<file path="src/dsp_irq_pkg.sv">
// shared constants for the interrupt and low-power controller
package dsp_irq_pkg;

   // source set, index 0 is the highest priority below reset
   localparam int NSRC = 11;
   localparam int SRC_W = 4;
   localparam int NMASK = 10;
   localparam int VEC_W = 14;
   localparam int SRC_PWRDN = 0;
   localparam int SRC_EXT_IRQ_2 = 1;
   localparam int SRC_LIRQ1 = 2;
   localparam int SRC_LIRQ0 = 3;
   localparam int SRC_S0TX = 4;
   localparam int SRC_S0RX = 5;
   localparam int SRC_EDGE = 6;
   localparam int SRC_BYTE_DMA = 7;
   localparam int SRC_S1TX = 8;
   localparam int SRC_S1RX = 9;
   localparam int SRC_TIMER = 10;

   // vector addresses, same order as the source index
   localparam logic [VEC_W-1:0] VEC_RESET = 14'h0000;
   localparam logic [VEC_W-1:0] VEC_TABLE [NSRC] = '{
      14'h002C, 14'h0004, 14'h0008, 14'h000C, 14'h0010, 14'h0014,
      14'h0018, 14'h001C, 14'h0020, 14'h0024, 14'h0028};

   // control register layout and reset values
   localparam int CTL_W = 5;
   localparam int CTL_EXT_IRQ_0_EDGE = 0;
   localparam int CTL_EXT_IRQ_1_EDGE = 1;
   localparam int CTL_EXT_IRQ_2_EDGE = 2;
   localparam int CTL_NEST = 4;
   localparam logic [CTL_W-1:0] CTL_RESET = 5'h00;
   localparam logic [NMASK-1:0] MASK_RESET = 10'h000;

   // status stack
   localparam int STACK_DEPTH = 12;
   localparam int DEPTH_W = 4;
   localparam int STAT_W = 16;

   // wake-up times in input-clock cycles; processor clock runs at twice
   localparam int MCLK_PER_INPUT_CLOCK = 2;
   localparam int WAKE_FAST_INPUT_CLOCK = 200;
   localparam int WAKE_SLOW_INPUT_CLOCK = 4096;
   localparam int WAKE_FAST_CYC = WAKE_FAST_INPUT_CLOCK * MCLK_PER_INPUT_CLOCK;
   localparam int WAKE_SLOW_CYC = WAKE_SLOW_INPUT_CLOCK * MCLK_PER_INPUT_CLOCK;
   localparam int WAKE_W = 14;

   // slow idle divisor: 16 shifted left by the two-bit code
   localparam int DIV_CODE_W = 2;
   localparam int DIV_BASE_LOG2 = 4;
   localparam int DIV_CNT_W = 7;

   typedef enum logic [1:0] {ST_RUN, ST_IDLE, ST_PWRDN, ST_WAKE} state_e;

endpackage

</file>
<file path="src/clk_div_if.sv">
// carrier between the controller and its slow idle clock divider
`timescale 1ns/100ps
interface clk_div_if;
   import dsp_irq_pkg::*;
   logic slow;
   logic [DIV_CODE_W-1:0] code;
   logic tick;
   modport ctl (output slow, output code, input tick);
   modport div (input slow, input code, output tick);
endinterface

</file>
<file path="src/slow_clock_divider.sv">
// processor clock divider producing the slow idle tick
`timescale 1ns/100ps
module slow_clock_divider (
   // clock and reset
   input wire logic mclk,
   input wire logic rst,
   // control from the controller
   clk_div_if.div dv
);
   import dsp_irq_pkg::*;

   logic [DIV_CNT_W-1:0] count;
   wire [DIV_CNT_W-1:0] last;

   // divisor minus one: 15, 31, 63 or 127
   assign last = DIV_CNT_W'((1 << (DIV_BASE_LOG2 + int'(dv.code))) - 1);
   // full rate ticks every cycle, so callers need no special case
   assign dv.tick = !dv.slow || (count == last);

   // free count restarts whenever the divider is idle
   always_ff @(posedge mclk) begin
      if (rst || !dv.slow || dv.tick) begin
         count <= '0;
      end else begin
         count <= count + 1'b1;
      end
   end

endmodule

</file>
<file path="src/dsp_irq_ctrl.sv">
// interrupt controller, status stack and low-power control
`timescale 1ns/100ps
module dsp_irq_ctrl #(
   parameter int WAKE_SLOW_CYCLES = dsp_irq_pkg::WAKE_SLOW_CYC
) (
   // clock and reset
   input wire logic mclk,
   input wire logic rst,
   // external interrupt pins, active high
   input wire logic ext_irq_2,
   input wire logic level_irq_1,
   input wire logic level_irq_0,
   input wire logic edge_irq,
   input wire logic ext_irq_1,
   input wire logic ext_irq_0,
   input wire logic serial1_irq_mode,
   // on-chip peripheral request events, latched on the rising edge
   input wire logic serial0_tx_evt,
   input wire logic serial0_rx_evt,
   input wire logic byte_dma_evt,
   input wire logic serial1_tx_evt,
   input wire logic serial1_rx_evt,
   input wire logic timer_evt,
   // register writes from the sequencer
   input wire logic mask_wr,
   input wire logic [dsp_irq_pkg::NMASK-1:0] mask_wdata,
   input wire logic ctrl_wr,
   input wire logic [dsp_irq_pkg::CTL_W-1:0] ctrl_wdata,
   input wire logic fc_wr,
   input wire logic [dsp_irq_pkg::NSRC-1:0] fc_force,
   input wire logic [dsp_irq_pkg::NSRC-1:0] fc_clear,
   input wire logic global_enable_instruction,
   input wire logic global_disable_instruction,
   input wire logic instr_done,
   // vector handshake with the sequencer
   output logic vec_req,
   output logic [dsp_irq_pkg::VEC_W-1:0] vec_addr,
   input wire logic vec_ack,
   input wire logic rti,
   // status stack
   input wire logic [dsp_irq_pkg::STAT_W-1:0] status_in,
   input wire logic nest_push,
   input wire logic nest_pop,
   output logic [dsp_irq_pkg::STAT_W-1:0] status_out,
   output logic stack_empty,
   output logic stack_full,
   output logic stack_overflow,
   // low-power control
   input wire logic power_down_pin,
   input wire logic pd_commit,
   input wire logic osc_off,
   input wire logic power_up_context_bit,
   input wire logic idle_enter,
   input wire logic idle_slow,
   input wire logic [dsp_irq_pkg::DIV_CODE_W-1:0] idle_code,
   output logic power_down_acknowledge,
   output logic halted,
   output logic periph_clk_tick,
   output logic context_cleared,
   // state readback
   output logic [dsp_irq_pkg::NMASK-1:0] interrupt_mask_register,
   output logic [dsp_irq_pkg::CTL_W-1:0] interrupt_control_register,
   output logic [dsp_irq_pkg::NSRC-1:0] pending,
   output logic [dsp_irq_pkg::NSRC-1:0] in_service,
   output logic ints_enabled
);
   import dsp_irq_pkg::*;

   state_e state;
   state_e next_state;
   logic [NSRC-1:0] src_prev;
   logic mask_block;
   logic rst_pend;
   logic vec_is_rst;
   logic [SRC_W-1:0] vec_idx;
   logic [WAKE_W-1:0] wake_cnt;
   logic slow_q;
   logic [DIV_CODE_W-1:0] code_q;
   logic [DEPTH_W-1:0] depth;
   logic [STAT_W-1:0] stack [STACK_DEPTH];
   logic [SRC_W-1:0] sel_idx;
   logic sel_any;

   wire [NSRC-1:0] src_in;
   wire [NSRC-1:0] is_level;
   wire [NSRC-1:0] rise;
   wire [NSRC-1:0] set_req;
   wire [NSRC-1:0] clr_req;
   wire [NSRC-1:0] req;
   wire [NSRC-1:0] unmasked;
   wire [NSRC-1:0] busy_upto;
   wire [NSRC-1:0] elig;
   wire [NSRC-1:0] serv;
   wire [NSRC-1:0] ack_src;
   wire [NSRC-1:0] rti_clr;
   wire nest_mode;
   wire gate;
   wire ack_take;
   wire push;
   wire pop;
   wire pin_fall;
   wire wake_done;
   wire ctx_clr;

   clk_div_if dv ();

   slow_clock_divider u_div (
      .mclk(mclk),
      .rst(rst),
      .dv(dv)
   );

   // divider runs slow only while parked in slow idle
   assign dv.slow = (state == ST_IDLE) && slow_q;
   assign dv.code = code_q;
   assign periph_clk_tick = dv.tick;

   // raw request per source, serial1 lines shared with two pins
   assign src_in[SRC_PWRDN] = power_down_pin;
   assign src_in[SRC_EXT_IRQ_2] = ext_irq_2;
   assign src_in[SRC_LIRQ1] = level_irq_1;
   assign src_in[SRC_LIRQ0] = level_irq_0;
   assign src_in[SRC_S0TX] = serial0_tx_evt;
   assign src_in[SRC_S0RX] = serial0_rx_evt;
   assign src_in[SRC_EDGE] = edge_irq;
   assign src_in[SRC_BYTE_DMA] = byte_dma_evt;
   assign src_in[SRC_S1TX] = serial1_irq_mode ? ext_irq_1 : serial1_tx_evt;
   assign src_in[SRC_S1RX] = serial1_irq_mode ? ext_irq_0 : serial1_rx_evt;
   assign src_in[SRC_TIMER] = timer_evt;

   // sensing per source; power-down and edge_irq are always edge
   assign is_level[SRC_PWRDN] = 1'b0;
   assign is_level[SRC_EXT_IRQ_2] =
      !interrupt_control_register[CTL_EXT_IRQ_2_EDGE];
   assign is_level[SRC_LIRQ1] = 1'b1;
   assign is_level[SRC_LIRQ0] = 1'b1;
   assign is_level[SRC_S0TX] = 1'b0;
   assign is_level[SRC_S0RX] = 1'b0;
   assign is_level[SRC_EDGE] = 1'b0;
   assign is_level[SRC_BYTE_DMA] = 1'b0;
   assign is_level[SRC_S1TX] = serial1_irq_mode &&
      !interrupt_control_register[CTL_EXT_IRQ_1_EDGE];
   assign is_level[SRC_S1RX] = serial1_irq_mode &&
      !interrupt_control_register[CTL_EXT_IRQ_0_EDGE];
   assign is_level[SRC_TIMER] = 1'b0;

   // latch control; software and acknowledge both clear, sets win
   assign rise = src_in & ~src_prev;
   assign set_req = (rise & ~is_level)
      | (fc_force & {NSRC{fc_wr}});
   assign clr_req = (fc_clear & {NSRC{fc_wr}}) | ack_src;
   assign req = pending | (src_in & is_level);

   // mask bit k gates source k+1; power-down has no mask bit
   assign unmasked = req & {interrupt_mask_register, 1'b1};

   // prefix of in-service bits at or above each priority
   genvar gi;
   generate
      for (gi = 0; gi < NSRC; gi++) begin : g_src
         if (gi == 0) begin : g_top
            assign busy_upto[gi] = in_service[gi];
         end else begin : g_rest
            assign busy_upto[gi] = in_service[gi] | busy_upto[gi-1];
         end
         // nested: only strictly higher than the running level wins
         assign elig[gi] = unmasked[gi] &&
            (nest_mode ? !busy_upto[gi] : !(|in_service));
      end
   endgenerate

   assign nest_mode = interrupt_control_register[CTL_NEST];
   assign gate = ints_enabled && !mask_block;
   assign serv = elig & {NSRC{gate}};

   // lowest index wins, which is the fixed priority order
   always_comb begin
      sel_idx = '0;
      sel_any = 1'b0;
      for (int i = NSRC - 1; i >= 0; i--) begin
         if (serv[i]) begin
            sel_idx = SRC_W'(i);
            sel_any = 1'b1;
         end
      end
   end

   // handshake, stack and return decode
   assign ack_take = vec_ack && vec_req;
   assign ack_src = (ack_take && !vec_is_rst) ?
      NSRC'(1) << vec_idx : '0;
   assign rti_clr = in_service & ~(in_service - 1'b1);
   assign push = ack_take || nest_push;
   assign pop = (rti || nest_pop) && !push;
   assign stack_empty = (depth == '0);
   assign stack_full = (depth == DEPTH_W'(STACK_DEPTH));
   assign pin_fall = src_prev[SRC_PWRDN] && !power_down_pin;
   assign wake_done = (state == ST_WAKE) && (wake_cnt == '0);
   assign ctx_clr = wake_done && power_up_context_bit;

   // low-power sequencing
   always_comb begin
      next_state = state;
      case (state)
         ST_RUN: begin
            if (pd_commit) begin
               next_state = ST_PWRDN;
            end else if (idle_enter) begin
               next_state = ST_IDLE;
            end
         end
         ST_IDLE: begin
            // a slow tick bounds the exit to one divisor period
            if ((sel_any || rst_pend) && dv.tick) begin
               next_state = ST_RUN;
            end
         end
         ST_PWRDN: begin
            if (pin_fall) begin
               next_state = ST_WAKE;
            end
         end
         ST_WAKE: begin
            if (wake_cnt == '0) begin
               next_state = ST_RUN;
            end
         end
         default: begin
            next_state = ST_RUN;
         end
      endcase
   end

   // state and low-power outputs; reset also ends power-down
   always_ff @(posedge mclk) begin
      if (rst) begin
         state <= ST_RUN;
         power_down_acknowledge <= 1'b0;
         halted <= 1'b0;
         context_cleared <= 1'b0;
      end else begin
         state <= next_state;
         power_down_acknowledge <= (next_state == ST_PWRDN);
         halted <= (next_state != ST_RUN);
         context_cleared <= ctx_clr;
      end
   end

   // wake counter; the slow count is a parameter to allow short runs
   always_ff @(posedge mclk) begin
      if (rst) begin
         wake_cnt <= '0;
      end else if (state == ST_PWRDN) begin
         wake_cnt <= osc_off ? WAKE_W'(WAKE_SLOW_CYCLES - 1)
            : WAKE_W'(WAKE_FAST_CYC - 1);
      end else if (wake_cnt != '0) begin
         wake_cnt <= wake_cnt - 1'b1;
      end
   end

   // idle mode captured from the instruction
   always_ff @(posedge mclk) begin
      if (rst) begin
         slow_q <= 1'b0;
         code_q <= '0;
      end else if (state == ST_RUN && idle_enter) begin
         slow_q <= idle_slow;
         code_q <= idle_code;
      end
   end

   // configuration registers and the global enable
   always_ff @(posedge mclk) begin
      if (rst) begin
         interrupt_mask_register <= MASK_RESET;
         interrupt_control_register <= CTL_RESET;
         ints_enabled <= 1'b1;
      end else begin
         if (mask_wr) begin
            interrupt_mask_register <= mask_wdata;
         end
         if (ctrl_wr) begin
            interrupt_control_register <= ctrl_wdata;
         end
         if (global_disable_instruction) begin
            ints_enabled <= 1'b0;
         end else if (global_enable_instruction) begin
            ints_enabled <= 1'b1;
         end
      end
   end

   // block from the mask write until the next instruction completes
   always_ff @(posedge mclk) begin
      if (rst) begin
         mask_block <= 1'b0;
      end else if (mask_wr) begin
         mask_block <= 1'b1;
      end else if (instr_done) begin
         mask_block <= 1'b0;
      end
   end

   // pending latches and edge history; context clear wipes requests
   always_ff @(posedge mclk) begin
      if (rst) begin
         src_prev <= '0;
         pending <= '0;
      end else begin
         src_prev <= src_in;
         if (ctx_clr) begin
            // a request that lands in the clear cycle still survives
            pending <= set_req;
         end else begin
            pending <= set_req | (pending & ~clr_req);
         end
      end
   end

   // reset vector request and in-service levels
   always_ff @(posedge mclk) begin
      if (rst) begin
         rst_pend <= 1'b1;
         in_service <= '0;
      end else if (ctx_clr) begin
         rst_pend <= 1'b1;
         in_service <= '0;
      end else begin
         if (ack_take && vec_is_rst) begin
            rst_pend <= 1'b0;
         end
         in_service <= (in_service & ~(rti ? rti_clr : '0)) | ack_src;
      end
   end

   // vector output; dropped for one cycle after each acknowledge
   always_ff @(posedge mclk) begin
      if (rst) begin
         vec_req <= 1'b0;
         vec_addr <= VEC_RESET;
         vec_is_rst <= 1'b0;
         vec_idx <= '0;
      end else begin
         vec_req <= (next_state == ST_RUN) && !vec_ack
            && (rst_pend || sel_any);
         vec_addr <= rst_pend ? VEC_RESET : VEC_TABLE[sel_idx];
         vec_is_rst <= rst_pend;
         vec_idx <= sel_idx;
      end
   end

   // shared status stack; a full stack refuses the push and flags it
   always_ff @(posedge mclk) begin
      if (rst) begin
         depth <= '0;
         stack_overflow <= 1'b0;
         status_out <= '0;
      end else if (ctx_clr) begin
         depth <= '0;
      end else if (push) begin
         if (!stack_full) begin
            stack[depth] <= status_in;
            depth <= depth + 1'b1;
         end else begin
            stack_overflow <= 1'b1;
         end
      end else if (pop && !stack_empty) begin
         status_out <= stack[depth - 1'b1];
         depth <= depth - 1'b1;
      end
   end

endmodule

</file>
<file path="config.mk">
export PLATFORM = sky130hd
export DESIGN_NAME = dsp_irq_ctrl
export DESIGN_NICKNAME = d
export VERILOG_FILES = /design/src/dsp_irq_pkg.sv /design/src/clk_div_if.sv /design/src/slow_clock_divider.sv /design/src/dsp_irq_ctrl.sv
export SDC_FILE = /design/constraint.sdc
export NUM_CORES = 1
export LEC_CHECK = 0
export ABC_AREA = 1
export BUFFER_PORTS_ARGS = -buffer_cell sky130_fd_sc_hd__buf_4
export CAP_MARGIN = 20
export CORE_UTILIZATION = 57
export CTS_CLUSTER_SIZE = 16
export DETAILED_ROUTE_END_ITERATION = 10
export GPL_TIMING_DRIVEN = 1
export PLACE_DENSITY = 0.85
export SKIP_CTS_REPAIR_TIMING = 1
export SLEW_MARGIN = 40
export SYNTH_ARGS = -nofsm -noshare
export SYNTH_HDL_FRONTEND = slang
export SYNTH_SLANG_ARGS = --single-unit
</file>
<file path="constraint.sdc">
create_clock -name mclk -period 4 [get_ports mclk]
set_clock_uncertainty 0.15 [all_clocks]
set_input_delay 0.8 -clock mclk [delete_from_list [all_inputs] [get_ports mclk]]
set_output_delay 0.8 -clock mclk [all_outputs]
set_load 0.01 [all_outputs]
</file>
Yosys cells after proc, flatten, opt, wreduce, memory -nomap -nowiden
Memory sizes are Yosys's and may differ from the RTL's. A register that Yosys moved wholly into a read port is not among the register bits.
Index checks and enable logic that the tools add are counted.
{"block": "totals", "n_memories": 2, "mem_bits_rw": 192, "rom_bits": 224, "regBits": 91}
{"name": "(no name shown)", "depth": 16, "width": 14, "read_ports": 1, "rd_clocked_by_memory_dff": 1, "wr": 0, "line_no": "dsp_irq_ctrl.sv:346", "rtl": "vec_addr <= rst_pend ? VEC_RESET : VEC_TABLE[sel_idx];"}
{"name": "stack", "depth": 12, "width": 16, "read_ports": 1, "rd_clocked_by_memory_dff": 1, "wr": 1, "line_no": "dsp_irq_ctrl.sv:80", "rtl": "logic [STAT_W-1:0] stack [STACK_DEPTH];"}
{"block": "classes", "bitwise": 33, "n_eq_ne": 7, "n_shift": 2, "n_mux": 59, "add_sub_neg": 7, "reduce_logical": 71}
{"operator": "11-bit AND", "n": 9}
{"operator": "4-bit 2-to-1 mux", "n": 14}
{"operator": "11-bit bitwise OR", "n": 5}
{"operator": "11-bit NOT", "n": 4}
{"operator": "1-bit 2-to-1 mux", "n": 33}
{"operator": "11-bit 2-to-1 mux", "n": 3}
{"operator": "1-bit by 32-bit << shifter with 7-bit output, first input constant", "n": 1}
{"operator": "14-bit 2-to-1 mux", "n": 2}
{"operator": "1-bit logical AND", "n": 27}
{"operator": "1-bit zero test", "n": 22}
{"operator": "14-bit zero test", "n": 1}
{"operator": "14-bit nonzero test", "n": 1}
{"operator": "14-bit by 1-bit subtractor with 14-bit output, second input constant", "n": 1}
{"operator": "13-bit 2-to-1 mux", "n": 1}
{"operator": "11-bit by 10-bit AND with 11-bit output", "n": 1}
{"operator": "10-bit NOT with 11-bit output", "n": 1}
{"operator": "11-bit OR reduction", "n": 1}
{"operator": "1-bit by 4-bit << shifter with 11-bit output, first input constant", "n": 1}
{"operator": "11-bit by 1-bit subtractor with 11-bit output, second input constant", "n": 1}
{"operator": "2-bit 2-to-1 mux", "n": 5}
{"operator": "1-bit bitwise OR", "n": 10}
{"operator": "2-bit nonzero test", "n": 5}
{"operator": "2-bit case mux with 4 select lines", "n": 1}
{"operator": "7-bit by 1-bit adder with 7-bit output, second input constant", "n": 1}
{"operator": "17 further kinds", "n": 28}

Depth between registers and ports, before layout
Gate-level depths: netlist (run 1).
{"block": "depth", "word_depth": 32, "mapped_depth": 17, "mapped_depth_nobuf": 17}

Cells and area by module
A second synthesis (run 1) with hierarchy kept.
{"block": "hier_totals", "cells_unflattened": 1266, "area_unflattened_um2": 12654.6}
{"module": "dsp_irq_ctrl", "area_each_um2": 12311.8, "cells_per_inst": 1223, "n_inst": 1, "seq_area_each_um2": 7807.5}
{"module": "slow_clock_divider", "area_each_um2": 342.8, "cells_per_inst": 43, "n_inst": 1, "seq_area_each_um2": 140.1}

Least setup slack after synthesis (run 1)
OpenSTA, ideal clock, no wires.
{"block": "synth_timing", "path_type": "register -> register", "from": "register depth[0]", "to": "memory stack[11][0], enable pin", "t_arrival_ns": 2.720, "required_ns": 3.441, "setup_time_ns": 0.409, "path_slack_ns": 0.721, "stages_incl_launch_ff": 10, "synth_period_minus_slack_ns": 3.279, "path_cell_list": "dfxtp_1 buf_2 inv_2 clkbuf_1 ha_1 inv_1 nor3_2 nand3b_1 buf_4 nor3_1"}
{"block": "synth_between", "elab_chain_len": 6}
{"item": "start: declaration", "line_no": "dsp_irq_ctrl.sv:79", "rtl": "logic [DEPTH_W-1:0] depth;"}
{"item": "start signal: assignment", "line_no": "dsp_irq_ctrl.sv:363", "rtl": "depth <= depth + 1'b1;"}
{"item": "start signal: assignment", "line_no": "dsp_irq_ctrl.sv:369", "rtl": "depth <= depth - 1'b1;"}
{"item": "4-bit == test", "line_no": "dsp_irq_ctrl.sv:196", "rtl": "assign stack_full = (depth == DEPTH_W'(STACK_DEPTH));"}
{"item": "net stack_full", "line_no": "dsp_irq_ctrl.sv:46", "rtl": "output logic stack_full,"}
{"item": "1-bit 2-to-1 mux", "line_no": "dsp_irq_ctrl.sv:361", "rtl": "if (!stack_full) begin"}
{"item": "1-bit 2-to-1 mux", "line_no": "dsp_irq_ctrl.sv:360", "rtl": "end else if (push) begin"}
{"item": "1-bit 2-to-1 mux", "line_no": "dsp_irq_ctrl.sv:358", "rtl": "end else if (ctx_clr) begin"}
{"item": "1-bit 2-to-1 mux", "line_no": "dsp_irq_ctrl.sv:354", "rtl": "if (rst) begin"}
{"item": "1-bit 2-to-1 mux (not written as such)", "line_no": "dsp_irq_ctrl.sv:362", "rtl": "stack[depth] <= status_in;"}
{"item": "end: declaration", "line_no": "dsp_irq_ctrl.sv:80"}
The timed path passes the listed nets, and every way through them passes these cells.

Worst setup path after layout (run 1)
{"block": "layout_timing", "from": "register wake_cnt[0]", "to": "memory stack[10][15], enable pin"}
{"block": "layout_between", "elab_chain_len": 6}
{"item": "start: declaration", "line_no": "dsp_irq_ctrl.sv:76", "rtl": "logic [WAKE_W-1:0] wake_cnt;"}
{"item": "start signal: assignment", "line_no": "dsp_irq_ctrl.sv:254", "rtl": "wake_cnt <= osc_off ? WAKE_W'(WAKE_SLOW_CYCLES - 1)"}
{"item": "start signal: assignment", "line_no": "dsp_irq_ctrl.sv:257", "rtl": "wake_cnt <= wake_cnt - 1'b1;"}
{"item": "14-bit zero test", "line_no": "dsp_irq_ctrl.sv:198", "rtl": "assign wake_done = (state == ST_WAKE) && (wake_cnt == '0);"}
{"item": "1-bit logical AND", "line_no": "dsp_irq_ctrl.sv:198"}
{"item": "1-bit logical AND", "line_no": "dsp_irq_ctrl.sv:199", "rtl": "assign ctx_clr = wake_done && power_up_context_bit;"}
{"item": "1-bit 2-to-1 mux", "line_no": "dsp_irq_ctrl.sv:358"}
{"item": "1-bit 2-to-1 mux", "line_no": "dsp_irq_ctrl.sv:354"}
{"item": "1-bit 2-to-1 mux (not written as such)", "line_no": "dsp_irq_ctrl.sv:362"}
Every way passes these cells.

==> impl_metrics.csv, run 1 <==
group,metric,value,unit
worst_setup_path,endpoint_kind,"register",
clocking,clk-insertion-delay-late,0.57,ns
global_routing,wire_length_of_the_first_global_routing_pass,48300,um
worst_setup_path,cp_data_arrival_time,3.11,ns
clocking,cts_tree,"done",
global_routing,pin_count_of_the_biggest_net_entering_global_routing,100,
synth,yosys-mux-area-fraction,0.159,%
worst_setup_path,path_delay_family,"simple AND/OR/NAND/NOR gates",
global_routing,grtUsageTotal,27.8,%
worst_setup_path,timing.critical_path.cells,"inv_1 > ha_1 > nand3_2 > nor2_4 > inv_2 > nor2_4 > nand3_2 > nor3_4 > nor2_2 > nand3b_1 > buf_4 > nor3_2 > buf_4",
floorplan,core,21400,um2
run_status,run_status,"finished, final reports clean",
timing,fin_setup_tns,0,ns
synth,adder_cell_share_of_the_synthesized_area,0.696,%
synth,synth_cell_type_count,51,
worst_setup_path,library_cell_contributing_the_largest_single_delay_on_the_critical_path,"sky130_fd_sc_hd__nor3_2",
route,wl_per_cell,18.7,um
worst_setup_path,critPathMaxFanout,10,
synth,synth_flop_cell,"sky130_fd_sc_hd__edfxtp_1",
route,drt_pre_antenna_iters,5,
route,drt_iter0_drc,808,
synth,seq_area_frac_synth,63.1,%
layout,antenna-diode-count,0,
synth,synth_seq_cells,301,
worst_setup_path,slowest_delay,0.49,ns
timing,drv_slew,0,
run,maxCapViolCount,0,
floorplan,io_pins,162,
timing,max_clock_freq,334,MHz
route,top_signal_layer_used,"met4",
floorplan,dieHeight,151,um
pwr,cellLeakagePower,0.00586,uW
floorplan,placement_rows,53,
floorplan,fp.dieArea,22700,um2
synth,synth-edff-count,192,
timing,whs,0.298,ns
hold_path,worst_hold_path_type,"register to register",
floorplan,die_extent_in_x,151,um
placement,place.gp.congestion,0.935,
clocking,worst_path_clk_slew,0.06,ns
route,drtAntennaViolNets,0,
synth,synthXorXnorAreaFrac,0.974,%
pwr,ir_worst_vdd,0.450,mV
global_routing,grt_antenna_before_repair,0,
route,met3_length,2760,um
layout,drive_gt1_share,18.3,%
synth,post_synth_main_area_contributors,"sky130_fd_sc_hd__edfxtp_1 (46%), sky130_fd_sc_hd__dfxtp_1 (17%), sky130_fd_sc_hd__nor2_1 (7.9%)",
worst_setup_path,crit_path_start_kind,"register",
synth,yosys.area_share.simple,15.1,%
timing,slew_headroom,49.8,%
clocking,cts-root-buf,"sky130_fd_sc_hd__clkbuf_16",
timing,post-route-min-period,3.00,ns
route,post-route-drc-count,0,
layout,post_layout_nonfiller_instances,1691,
synth,async_reset_ff_share,0,%
synth,yosys-top-cells-count,"sky130_fd_sc_hd__nor2_1 (264), sky130_fd_sc_hd__edfxtp_1 (192), sky130_fd_sc_hd__o21ai_0 (140)",
route,detailroute.via_count,9780,
timing,finalSetupViolCount,0,
synth,synth_top_family_by_area,"simple AND/OR/NAND/NOR gates",
route,routed-wl-met2,15400,um
synth,synth-warning-count,0,
clocking,cts_buffers,29,
route,drt-vias-per-instance,5.78,
pwr,power_per_cell_area,511,nW/um2
placement,hpwl,20100,um
timing,worstMarginPinSlew,0.752,ns
placement,placement.io_buffers,151,
synth,post_synthesis_compound_gate_area_fraction,14.2,%
layout,areaGrowthSynthToFinish,18.8,%
route,detail_route.wirelength.met1,12000,um
synth,postSynthCellCount,1247,
synth,syn_area,12600,um2
clocking,cts.htree.levels,1,
worst_setup_path,crit_required,4.11,ns
clocking,tritoncts_num_sinks,301,
floorplan,floorplan.initialDensity,58.9,%
worst_setup_path,crit_buf_inv,4,
timing,rsz0062_at_grt,"no",
layout,fin_nets,1486,
global_routing,grt_pass1_vias,9406,
global_routing,grt_remaining_overflow,0,
clocking,cts_max_path_buffers,3,
route,totalWireLength,31700,um
placement,place_inst,1636,
timing,report.final.hold_viol_count,0,
worst_setup_path,worst_setup_path_type,"register to register",
synth,post-synth-top-area-fraction,45.8,%
timing,min_period_over_period,74.9,%
synth,synth_area_per_cell,10.1,um2
synth,post-synth-top-area-cell,"sky130_fd_sc_hd__edfxtp_1",
synth,synthMostInstantiatedCell,"sky130_fd_sc_hd__nor2_1",
worst paths after layout:
kind,startpoint,endpoint,slack (ns),cells past startpoint
setup reg to reg,wake_cnt[0]$_SDFFE_PP0P_,stack[10][15]$_DFFE_PP_,1.00,13
setup / recovery,wake_cnt[0]$_SDFFE_PP0P_,stack[10][15]$_DFFE_PP_,1.00,13
hold / removal,u_div.count[0]$_SDFF_PP0_,u_div.count[0]$_SDFF_PP0_,0.30,1
hold reg to reg,u_div.count[0]$_SDFF_PP0_,u_div.count[0]$_SDFF_PP0_,0.30,1
registers in the layout (all words and copies together), names as in the netlist, 2 cells and up:
signal                      cells
state                           2
status_out                     16
src_prev                        9
vec_addr                        4
depth                           4
stack                         192
interrupt_mask_register        10
interrupt_control_register      5
pending                        11
in_service                     11
vec_idx                         4
u_div.count                     7
wake_cnt                       14
code_q                          2
cells in the final DEF (no fill, tap or decap), drive strengths merged, types with 6 or more instances in the layout:
master  count
nor2      273
edfxtp    192
buf       171
o21ai     160
dfxtp     109
inv       107
nand2     101
a21oi      55
clkbuf     38
o22ai      32
nand3      31
nor3       20
o211ai     19
o221ai     16
clkinv     11
conb       10
nand4       8
xor2        8
ha          7
a211oi      6
xnor2       6
where the power goes:
part           leakage, uW  total (uW)  switching [uW]  internal, uW
combinational      0.00278        1420             919           498
sequential         0.00263        3530            96.8          3440
clock             0.000451        2690            1140          1550
cell families (layout without fill, tap and decap cells):
group	Yosys count	count (layout)
AO/OA/AOI/OAI	310	310
XOR/XNOR	14	14
adder cells (fa/ha/maj)	7	7
buffers and inverters	171	331
flip-flops	301	301
multiplexers	2	2
other	1	10
AND/OR/NAND/NOR	441	441
metrics by stage:
step / total power [uW] / area [um2] / utilization [%] / setup slack [ns]
6_report: 7640 / 15000 / 70.0 / 1.00
5_1_grt: 7940 / 15000 / 70.0 / 0.827
4_1_cts: 7640 / 14900 / 70.0 / 1.00
3_5_place_dp: 4980 / 14000 / 65.6 / 0.974
3_3_place_gp: 4920 / 14000 / 65.6 / 1.03
2_1_floorplan: 4490 / 12600 / - / 0.721
routing by layer:
metal | vias to the layer above | track usage, %
met3 | 99 | 4.36
met2 | 510 | 47.2
met4 | 0 | 14.1
li1 | 4608 | -
met5 | - | 0
met1 | 4563 | 34.7
worst reg2reg max path, cell delays in order (launching register included):
cell and delay, ns:
sky130_fd_sc_hd__dfxtp_1 0.33, sky130_fd_sc_hd__inv_1 0.07, sky130_fd_sc_hd__ha_1 0.26, sky130_fd_sc_hd__nand3_2 0.13, sky130_fd_sc_hd__nor2_4 0.04, sky130_fd_sc_hd__inv_2 0.07
sky130_fd_sc_hd__nor2_4 0.04, sky130_fd_sc_hd__nand3_2 0.10, sky130_fd_sc_hd__nor3_4 0.06, sky130_fd_sc_hd__nor2_2 0.17, sky130_fd_sc_hd__nand3b_1 0.20, sky130_fd_sc_hd__buf_4 0.25
sky130_fd_sc_hd__nor3_2 0.49, sky130_fd_sc_hd__buf_4 0.34
cell type report:
| cell class | instances | area, um2 |
|---|---|---|
| inverter | 106 | 400 |
| fill | 1493 | 6400 |
| clock inverter | 16 | 163 |
| timing repair buffer | 171 | 1300 |
| multi-input combinational | 784 | 4030 |
| tap | 275 | 344 |
| sequential | 301 | 7950 |
| clock buffer | 38 | 769 |
Power figures use the tool's default switching activity.
==> run 2, diff against run 1 <==
==> constraint.sdc (replaced) <==
create_clock -name mclk -period 2.85 [get_ports mclk]
set_clock_uncertainty 0.15 [all_clocks]
set_input_delay 0.57 -clock mclk [delete_from_list [all_inputs] [get_ports mclk]]
set_output_delay 0.57 -clock mclk [all_outputs]
set_load 0.01 [all_outputs]
==> run 2 against run 1 <==
Against the previous run:
- die area unchanged
- flip-flop and latch count unchanged
- global-route usage up 0.95 points
- largest power group unchanged
- critical path depth down 1
- critical endpoint is now stack[1][14]$_DFFE_PP_
- first-iteration DRC count up 37%
- clock power up 52%
- setup slack worse by 0.81 ns
- wire length up 3.5%
- largest cell class unchanged
- critical path type unchanged
- clock-buffer cell count down 6
- worst hold slack worse by 0.25 ns
- via count up 2.6%
- combinational power up 49%
==> impl_metrics.csv, run 2 (synthesis results as in run 1) <==
group,metric,value,unit
worst_setup_path,library_cell_contributing_the_largest_single_delay_on_the_critical_path,"sky130_fd_sc_hd__nor3_4",
layout,reg.largest.list,"stack (192), status_out (16), wake_cnt (14)",
clocking,cts_tree,"done",
timing,report.final.hold_viol_count,0,
clocking,tritoncts_num_sinks,301,
floorplan,dieHeight,151,um
route,totalWireLength,32800,um
pwr,power_frac_clock,36.6,%
floorplan,fp.dieArea,22700,um2
global_routing,pin_count_of_the_biggest_net_entering_global_routing,83,
clocking,cts.htree.levels,1,
layout,largest_register_ff_count,192,
hold_path,hold_wc_startpoint,"global_disable_instruction",
worst_setup_path,timing.critical_path.cells,"inv_1 > ha_1 > nand3_2 > nor2_4 > inv_2 > nor2_4 > nand3_2 > nor3_4 > nor2_2 > nand3b_1 > buf_4 > nor3_4",
worst_setup_path,worst_setup_path_type,"register to register",
route,wl_per_cell,19.3,um
route,drt-vias-per-instance,5.92,
clocking,cts_buffers,29,
worst_setup_path,endpoint_kind,"register",
layout,final_common_cell,"sky130_fd_sc_hd__nor2_1",
route,drt_pre_antenna_iters,6,
worst_setup_path,crit-reg2reg-capture,"stack[1][14]$_DFFE_PP_",
route,drtAntennaViolNets,0,
route,detailroute.via_count,10000,
timing,worstMarginPinSlew,0.824,ns
timing,min_period_over_period,93.2,%
global_routing,grt_pass1_vias,9685,
pwr,seq_power_share,44.4,%
worst_setup_path,slowest_delay,0.67,ns
layout,layout.cells.most_common_list,"sky130_fd_sc_hd__nor2_1 (264), sky130_fd_sc_hd__edfxtp_1 (192), sky130_fd_sc_hd__buf_4 (173)",
worst_setup_path,timing.rr.start,"wake_cnt[0]$_SDFFE_PP0P_",
timing,max_clock_freq,377,MHz
global_routing,grtUsageTotal,28.8,%
route,post-route-drc-count,0,
hold_path,min_delay_path_depth,2,
timing,fin_setup_tns,0,ns
layout,post_layout_nonfiller_instances,1695,
worst_setup_path,critPathMaxFanout,16,
hold_path,min_to,"ints_enabled$_SDFFE_PP1P_",
global_routing,grt_antenna_before_repair,0,
layout,drive_gt1_share,19.1,%
pwr,cellInternalPower,8020,uW
worst_setup_path,setup_slack_reg_to_reg,0.19,ns
timing,rsz0062_at_grt,"no",
hold_path,worst_hold_path_type,"input pin to register",
run_status,run_status,"finished, final reports clean",
timing,finalSetupViolCount,0,
floorplan,floorplan.initialDensity,58.9,%
placement,place_inst,1641,
pwr,cellLeakagePower,0.00600,uW
layout,areaGrowthSynthToFinish,20.5,%
pwr,power_per_cell_area,736,nW/um2
layout,register_ranked_first_by_flip_flop_count,"stack",
pwr,netSwitchingPower,3140,uW
worst_setup_path,crit_path_start_kind,"register",
global_routing,wire_length_of_the_first_global_routing_pass,49700,um
timing,slew_headroom,44.9,%
worst_setup_path,r2r_worst_path_depth,12,
clocking,cts_max_path_buffers,3,
route,drt_iter0_drc,1106,
layout,fill_cells,1496,
global_routing,grt_remaining_overflow,0,
timing,post-route-min-period,2.66,ns
clocking,clk-insertion-delay-late,0.57,ns
worst_setup_path,cp_data_arrival_time,2.70,ns
placement,place.gp.congestion,0.909,
floorplan,die_extent_in_x,151,um
floorplan,io_pins,162,
worst_setup_path,crit_required,2.89,ns
placement,placement.io_buffers,151,
pwr,p_sw_share,28.2,%
floorplan,core,21400,um2
clocking,worst_path_clk_slew,0.06,ns
timing,drv_slew,0,
worst_setup_path,path_delay_family,"simple AND/OR/NAND/NOR gates",
floorplan,placement_rows,53,
clocking,cts-root-buf,"sky130_fd_sc_hd__clkbuf_16",
placement,hpwl,22000,um
run,maxCapViolCount,0,
layout,antenna-diode-count,0,
layout,fin_nets,1490,
pwr,ir_worst_vdd,0.665,mV
worst_setup_path,crit_buf_inv,3,
pwr,power.combinational.fraction,19.0,%
placement,post-place-ws,0.210,ns
timing,finalWorstSetupSlack,0.195,ns
==> run 2: cell types whose count changed in the layout (fill, tap and decap cells not counted), moves of 2 or more <==
| cell | previous run | this run |
|---|---|---|
| sky130_fd_sc_hd__buf_4 | 168 | 173 |
| sky130_fd_sc_hd__buf_6 | 2 | 0 |
| sky130_fd_sc_hd__bufinv_16 | 3 | 6 |
| sky130_fd_sc_hd__clkbuf_1 | 8 | 2 |
| sky130_fd_sc_hd__clkinv_1 | 8 | 5 |
| sky130_fd_sc_hd__clkinv_2 | 3 | 5 |
| sky130_fd_sc_hd__clkinvlp_4 | 1 | 5 |
| sky130_fd_sc_hd__nor3_2 | 15 | 3 |
| sky130_fd_sc_hd__nor3_4 | 2 | 14 |
==> run 2: worst max path at each step <==
stage | start | endpoint | slack [ns] | depth (start not counted)
3_5_place_dp | wake_cnt[0]$_SDFFE_PP0P_ | stack[1][13]$_DFFE_PP_ | 0.21 | 12
5_1_grt | wake_cnt[0]$_SDFFE_PP0P_ | stack[1][2]$_DFFE_PP_ | 0.03 | 12
6_report | wake_cnt[0]$_SDFFE_PP0P_ | stack[1][14]$_DFFE_PP_ | 0.19 | 12
4_1_cts | wake_cnt[0]$_SDFFE_PP0P_ | stack[1][9]$_DFFE_PP_ | 0.18 | 12
2_1_floorplan | depth[0]$_SDFFE_PP0P_ | stack[11][0]$_DFFE_PP_ | -0.43 | 9
3_3_place_gp | wake_cnt[0]$_SDFFE_PP0P_ | stack[4][3]$_DFFE_PP_ | 0.04 | 12
==> run 2: per-layer routing <==
metal | GRT usage (%) | vias up | routed length, um
met2 | 49.4 | 625 | 15800
met3 | 5.48 | 111 | 3510
li1 | - | 4619 | -
met4 | 12.7 | 0 | 1440
met1 | 35.4 | 4681 | 12000
met5 | 0 | - | 0
==> run 2: cell type report <==
type / count / area (um2) / share of cell area (%)
Clock inverter: 22 / 282 / 1.86
Tap cell: 275 / 344 / 2.27
Sequential cell: 301 / 7950 / 52.4
Timing Repair Buffer: 175 / 1340 / 8.83
Clock buffer: 32 / 747 / 4.93
Inverter: 106 / 400 / 2.64
Multi-Input combinational cell: 784 / 4100 / 27.1
==> run 2: stage by stage <==
stage | hold slack (ns) | util (%) | power, uW | cell area (um2)
final | 0.0483 | 71.0 | 11200 | 15200
after global routing | 0.0390 | 71.0 | 11600 | 15200
after detailed placement | 0.294 | 66.2 | 7080 | 14100
after global placement | 0.281 | 65.8 | 7000 | 14100
after CTS | 0.0347 | 71.0 | 11200 | 15200
after floorplan | 0.268 | - | 6310 | 12600
==> run 2: power groups by stage <==
stage	sequential (uW)	clock, uW	combinational, uW
finish	4950	4090	2120
CTS	4950	4130	2090
floorplan	5040	0	1270
global placement	5040	0	1960
global route	4970	4280	2310
detailed placement	5040	0	2040
==> run 2: worst register-to-register path, cell delays in order (launching register included) <==
cell and delay (ns):
sky130_fd_sc_hd__dfxtp_1 0.34, sky130_fd_sc_hd__inv_1 0.06, sky130_fd_sc_hd__ha_1 0.21, sky130_fd_sc_hd__nand3_2 0.10, sky130_fd_sc_hd__nor2_4 0.04, sky130_fd_sc_hd__inv_2 0.07, sky130_fd_sc_hd__nor2_4 0.04, sky130_fd_sc_hd__nand3_2 0.08
sky130_fd_sc_hd__nor3_4 0.05, sky130_fd_sc_hd__nor2_2 0.11, sky130_fd_sc_hd__nand3b_1 0.09, sky130_fd_sc_hd__buf_4 0.25, sky130_fd_sc_hd__nor3_4 0.69
==> run 3, diff against run 2 <==
--- a/config.mk
+++ b/config.mk
@@ -13,7 +13,7 @@
 export DETAILED_ROUTE_END_ITERATION = 10
 export GPL_TIMING_DRIVEN = 1
 export PLACE_DENSITY = 0.85
-export SKIP_CTS_REPAIR_TIMING = 1
+export RECOVER_POWER = 25
 export SLEW_MARGIN = 40
 export SYNTH_ARGS = -nofsm -noshare
 export SYNTH_HDL_FRONTEND = slang
==> run 3 against run 2 <==
Against the previous run:
- worst hold slack improved by 0.0025 ns
- wire length rose by 0.28%
- critical path depth did not move
- sequential power barely moved
- fmax rose by 0.20%
- critical path type unchanged
==> impl_metrics.csv, run 3 (synthesis results as in run 1) <==
group,metric,value,unit
floorplan,dieHeight,151,um
run_status,run_status,"finished, final reports clean",
layout,utilization,70.7,%
worst_setup_path,cp_data_arrival_time,2.69,ns
floorplan,floorplan.initialDensity,58.9,%
clocking,cts_max_path_buffers,3,
hold_path,worst_hold_path_type,"input pin to register",
global_routing,wire_length_of_the_first_global_routing_pass,49700,um
route,drt-vias-per-instance,5.95,
route,drt_pre_antenna_iters,6,
worst_setup_path,endpoint_kind,"register",
layout,antenna-diode-count,0,
timing,report.final.hold_viol_count,0,
floorplan,die_extent_in_x,151,um
layout,fin_nets,1490,
layout,layout.cells.most_common_list,"sky130_fd_sc_hd__nor2_1 (264), sky130_fd_sc_hd__edfxtp_1 (192), sky130_fd_sc_hd__buf_4 (157)",
timing,whs,0.0508,ns
timing,slew_headroom,45.2,%
route,detailroute.via_count,10100,
run,maxCapViolCount,0,
pwr,p_sw_share,28.2,%
layout,register_ranked_first_by_flip_flop_count,"stack",
route,post-route-drc-count,0,
clocking,ctsHoldBuffers,0,
timing,min_period_over_period,93.0,%
clocking,post_cts_resized,0,
worst_setup_path,timing.rr.start,"wake_cnt[0]$_SDFFE_PP0P_",
layout,final_common_cell,"sky130_fd_sc_hd__nor2_1",
hold_path,hold_wc_startpoint,"global_disable_instruction",
worst_setup_path,crit_path_start_kind,"register",
route,wl_per_cell,19.4,um
global_routing,grt_antenna_before_repair,0,
placement,placement.io_buffers,151,
pwr,seq_power_share,44.4,%
worst_setup_path,crit_required,2.89,ns
pwr,power_per_cell_area,739,nW/um2
route,drtAntennaViolNets,0,
pwr,power_frac_clock,36.6,%
timing,worstMarginPinSlew,0.819,ns
layout,fill_cells,1511,
worst_setup_path,critPathMaxFanout,16,
layout,reg.largest.list,"stack (192), status_out (16), wake_cnt (14)",
floorplan,core,21400,um2
floorplan,fp.dieArea,22700,um2
pwr,cellLeakagePower,0.00594,uW
global_routing,grtUsageTotal,28.8,%
layout,areaGrowthSynthToFinish,20.0,%
placement,hpwl,22000,um
clocking,cts_tree,"done",
pwr,power.combinational.fraction,18.9,%
worst_setup_path,crit_path_end,"stack[1][6]$_DFFE_PP_",
clocking,clk-insertion-delay-late,0.57,ns
timing,max_clock_freq,377,MHz
layout,largest_register_ff_count,192,
clocking,tritoncts_num_sinks,301,
timing,post-route-min-period,2.65,ns
worst_setup_path,critPathLaunch,"wake_cnt[0]$_SDFFE_PP0P_",
timing,finalSetupViolCount,0,
pwr,netSwitchingPower,3150,uW
global_routing,grt_pass1_vias,9685,
clocking,cts.repair_timing.setup_buffer_count,0,
floorplan,placement_rows,53,
pwr,ir_worst_vdd,0.668,mV
pwr,cellInternalPower,8010,uW
route,totalWireLength,32900,um
worst_setup_path,worst_setup_path_type,"register to register",
clocking,cts.htree.levels,1,
clocking,worst_path_clk_slew,0.06,ns
worst_setup_path,setup_slack_reg_to_reg,0.20,ns
worst_setup_path,r2r_worst_path_depth,12,
worst_setup_path,crit-reg2reg-capture,"stack[1][6]$_DFFE_PP_",
timing,drv_slew,0,
route,drt_iter0_drc,1108,
floorplan,io_pins,162,
clocking,cts-root-buf,"sky130_fd_sc_hd__clkbuf_16",
layout,drive_gt1_share,18.0,%
global_routing,pin_count_of_the_biggest_net_entering_global_routing,83,
placement,place.gp.congestion,0.909,
global_routing,grt_remaining_overflow,0,
clocking,cts_buffers,29,
timing,rsz0062_at_grt,"no",
-- run 3: power by group through the flow --
| stage | logic [uW] | registers, uW | clock network (uW) |
|---|---|---|---|
| final | 2110 | 4950 | 4090 |
| after CTS | 2090 | 4950 | 4130 |
| after floorplan | 1270 | 5040 | 0 |
| after global routing | 2300 | 4970 | 4280 |
| after global placement | 1960 | 5040 | 0 |
| after detailed placement | 2040 | 5040 | 0 |
-- run 3: area by class of cell --
cell class              instances  area, um2  area share, %
repair buffers                175       1280           8.47
multi-input cells             784       4100           27.2
clock inverters                22        282           1.86
inverters                     106        400           2.65
clock buffers                  32        747           4.95
flip-flops and latches        301       7950           52.6
well taps                     275        344           2.28
-- run 3: how the worst min path moves through the flow --
stage	to	slack, ns	cells past startpoint
after CTS	ints_enabled$_SDFFE_PP1P_	0.03	2
after floorplan	u_div.count[0]$_SDFF_PP0_	0.27	1
after global routing	ints_enabled$_SDFFE_PP1P_	0.04	2
after detailed placement	u_div.count[0]$_SDFF_PP0_	0.29	1
final	ints_enabled$_SDFFE_PP1P_	0.05	2
after global placement	u_div.count[0]$_SDFF_PP0_	0.28	1
-- run 3: metrics by stage --
| step | std cells | setup WS, ns | instance area, um2 | total power [uW] | setup TNS (ns) |
|---|---|---|---|---|---|
| final | 1695 | 0.200 | 15100 | 11200 | 0 |
| after global routing | 1695 | 0.0311 | 15100 | 11600 | 0 |
| after CTS | 1695 | 0.176 | 15200 | 11200 | 0 |
| after detailed placement | 1641 | 0.210 | 14100 | 7080 | 0 |
| after global placement | 1641 | 0.0413 | 14100 | 7000 | 0 |
| after floorplan | 1256 | -0.429 | 12600 | 6310 | -77.23 |
-- run 3: routing by layer --
| metal | routed length [um] | GRT usage, % | part of all wire (%) |
|---|---|---|---|
| met5 | 0 | 0 | 0 |
| met4 | 1320 | 12.7 | 4.0 |
| met3 | 3470 | 5.48 | 11 |
| met2 | 15900 | 49.4 | 49 |
| met1 | 12100 | 35.4 | 37 |
-- run 3: worst max-delay path, cell delays in order (launching register included) --
cell,delay [ns]
sky130_fd_sc_hd__dfxtp_1,0.34
sky130_fd_sc_hd__inv_1,0.06
sky130_fd_sc_hd__ha_1,0.21
sky130_fd_sc_hd__nand3_2,0.10
sky130_fd_sc_hd__nor2_4,0.04
sky130_fd_sc_hd__inv_2,0.07
sky130_fd_sc_hd__nor2_4,0.04
sky130_fd_sc_hd__nand3_2,0.08
sky130_fd_sc_hd__nor3_4,0.05
sky130_fd_sc_hd__nor2_2,0.11
sky130_fd_sc_hd__nand3b_1,0.09
sky130_fd_sc_hd__buf_4,0.25
sky130_fd_sc_hd__nor3_4,0.67
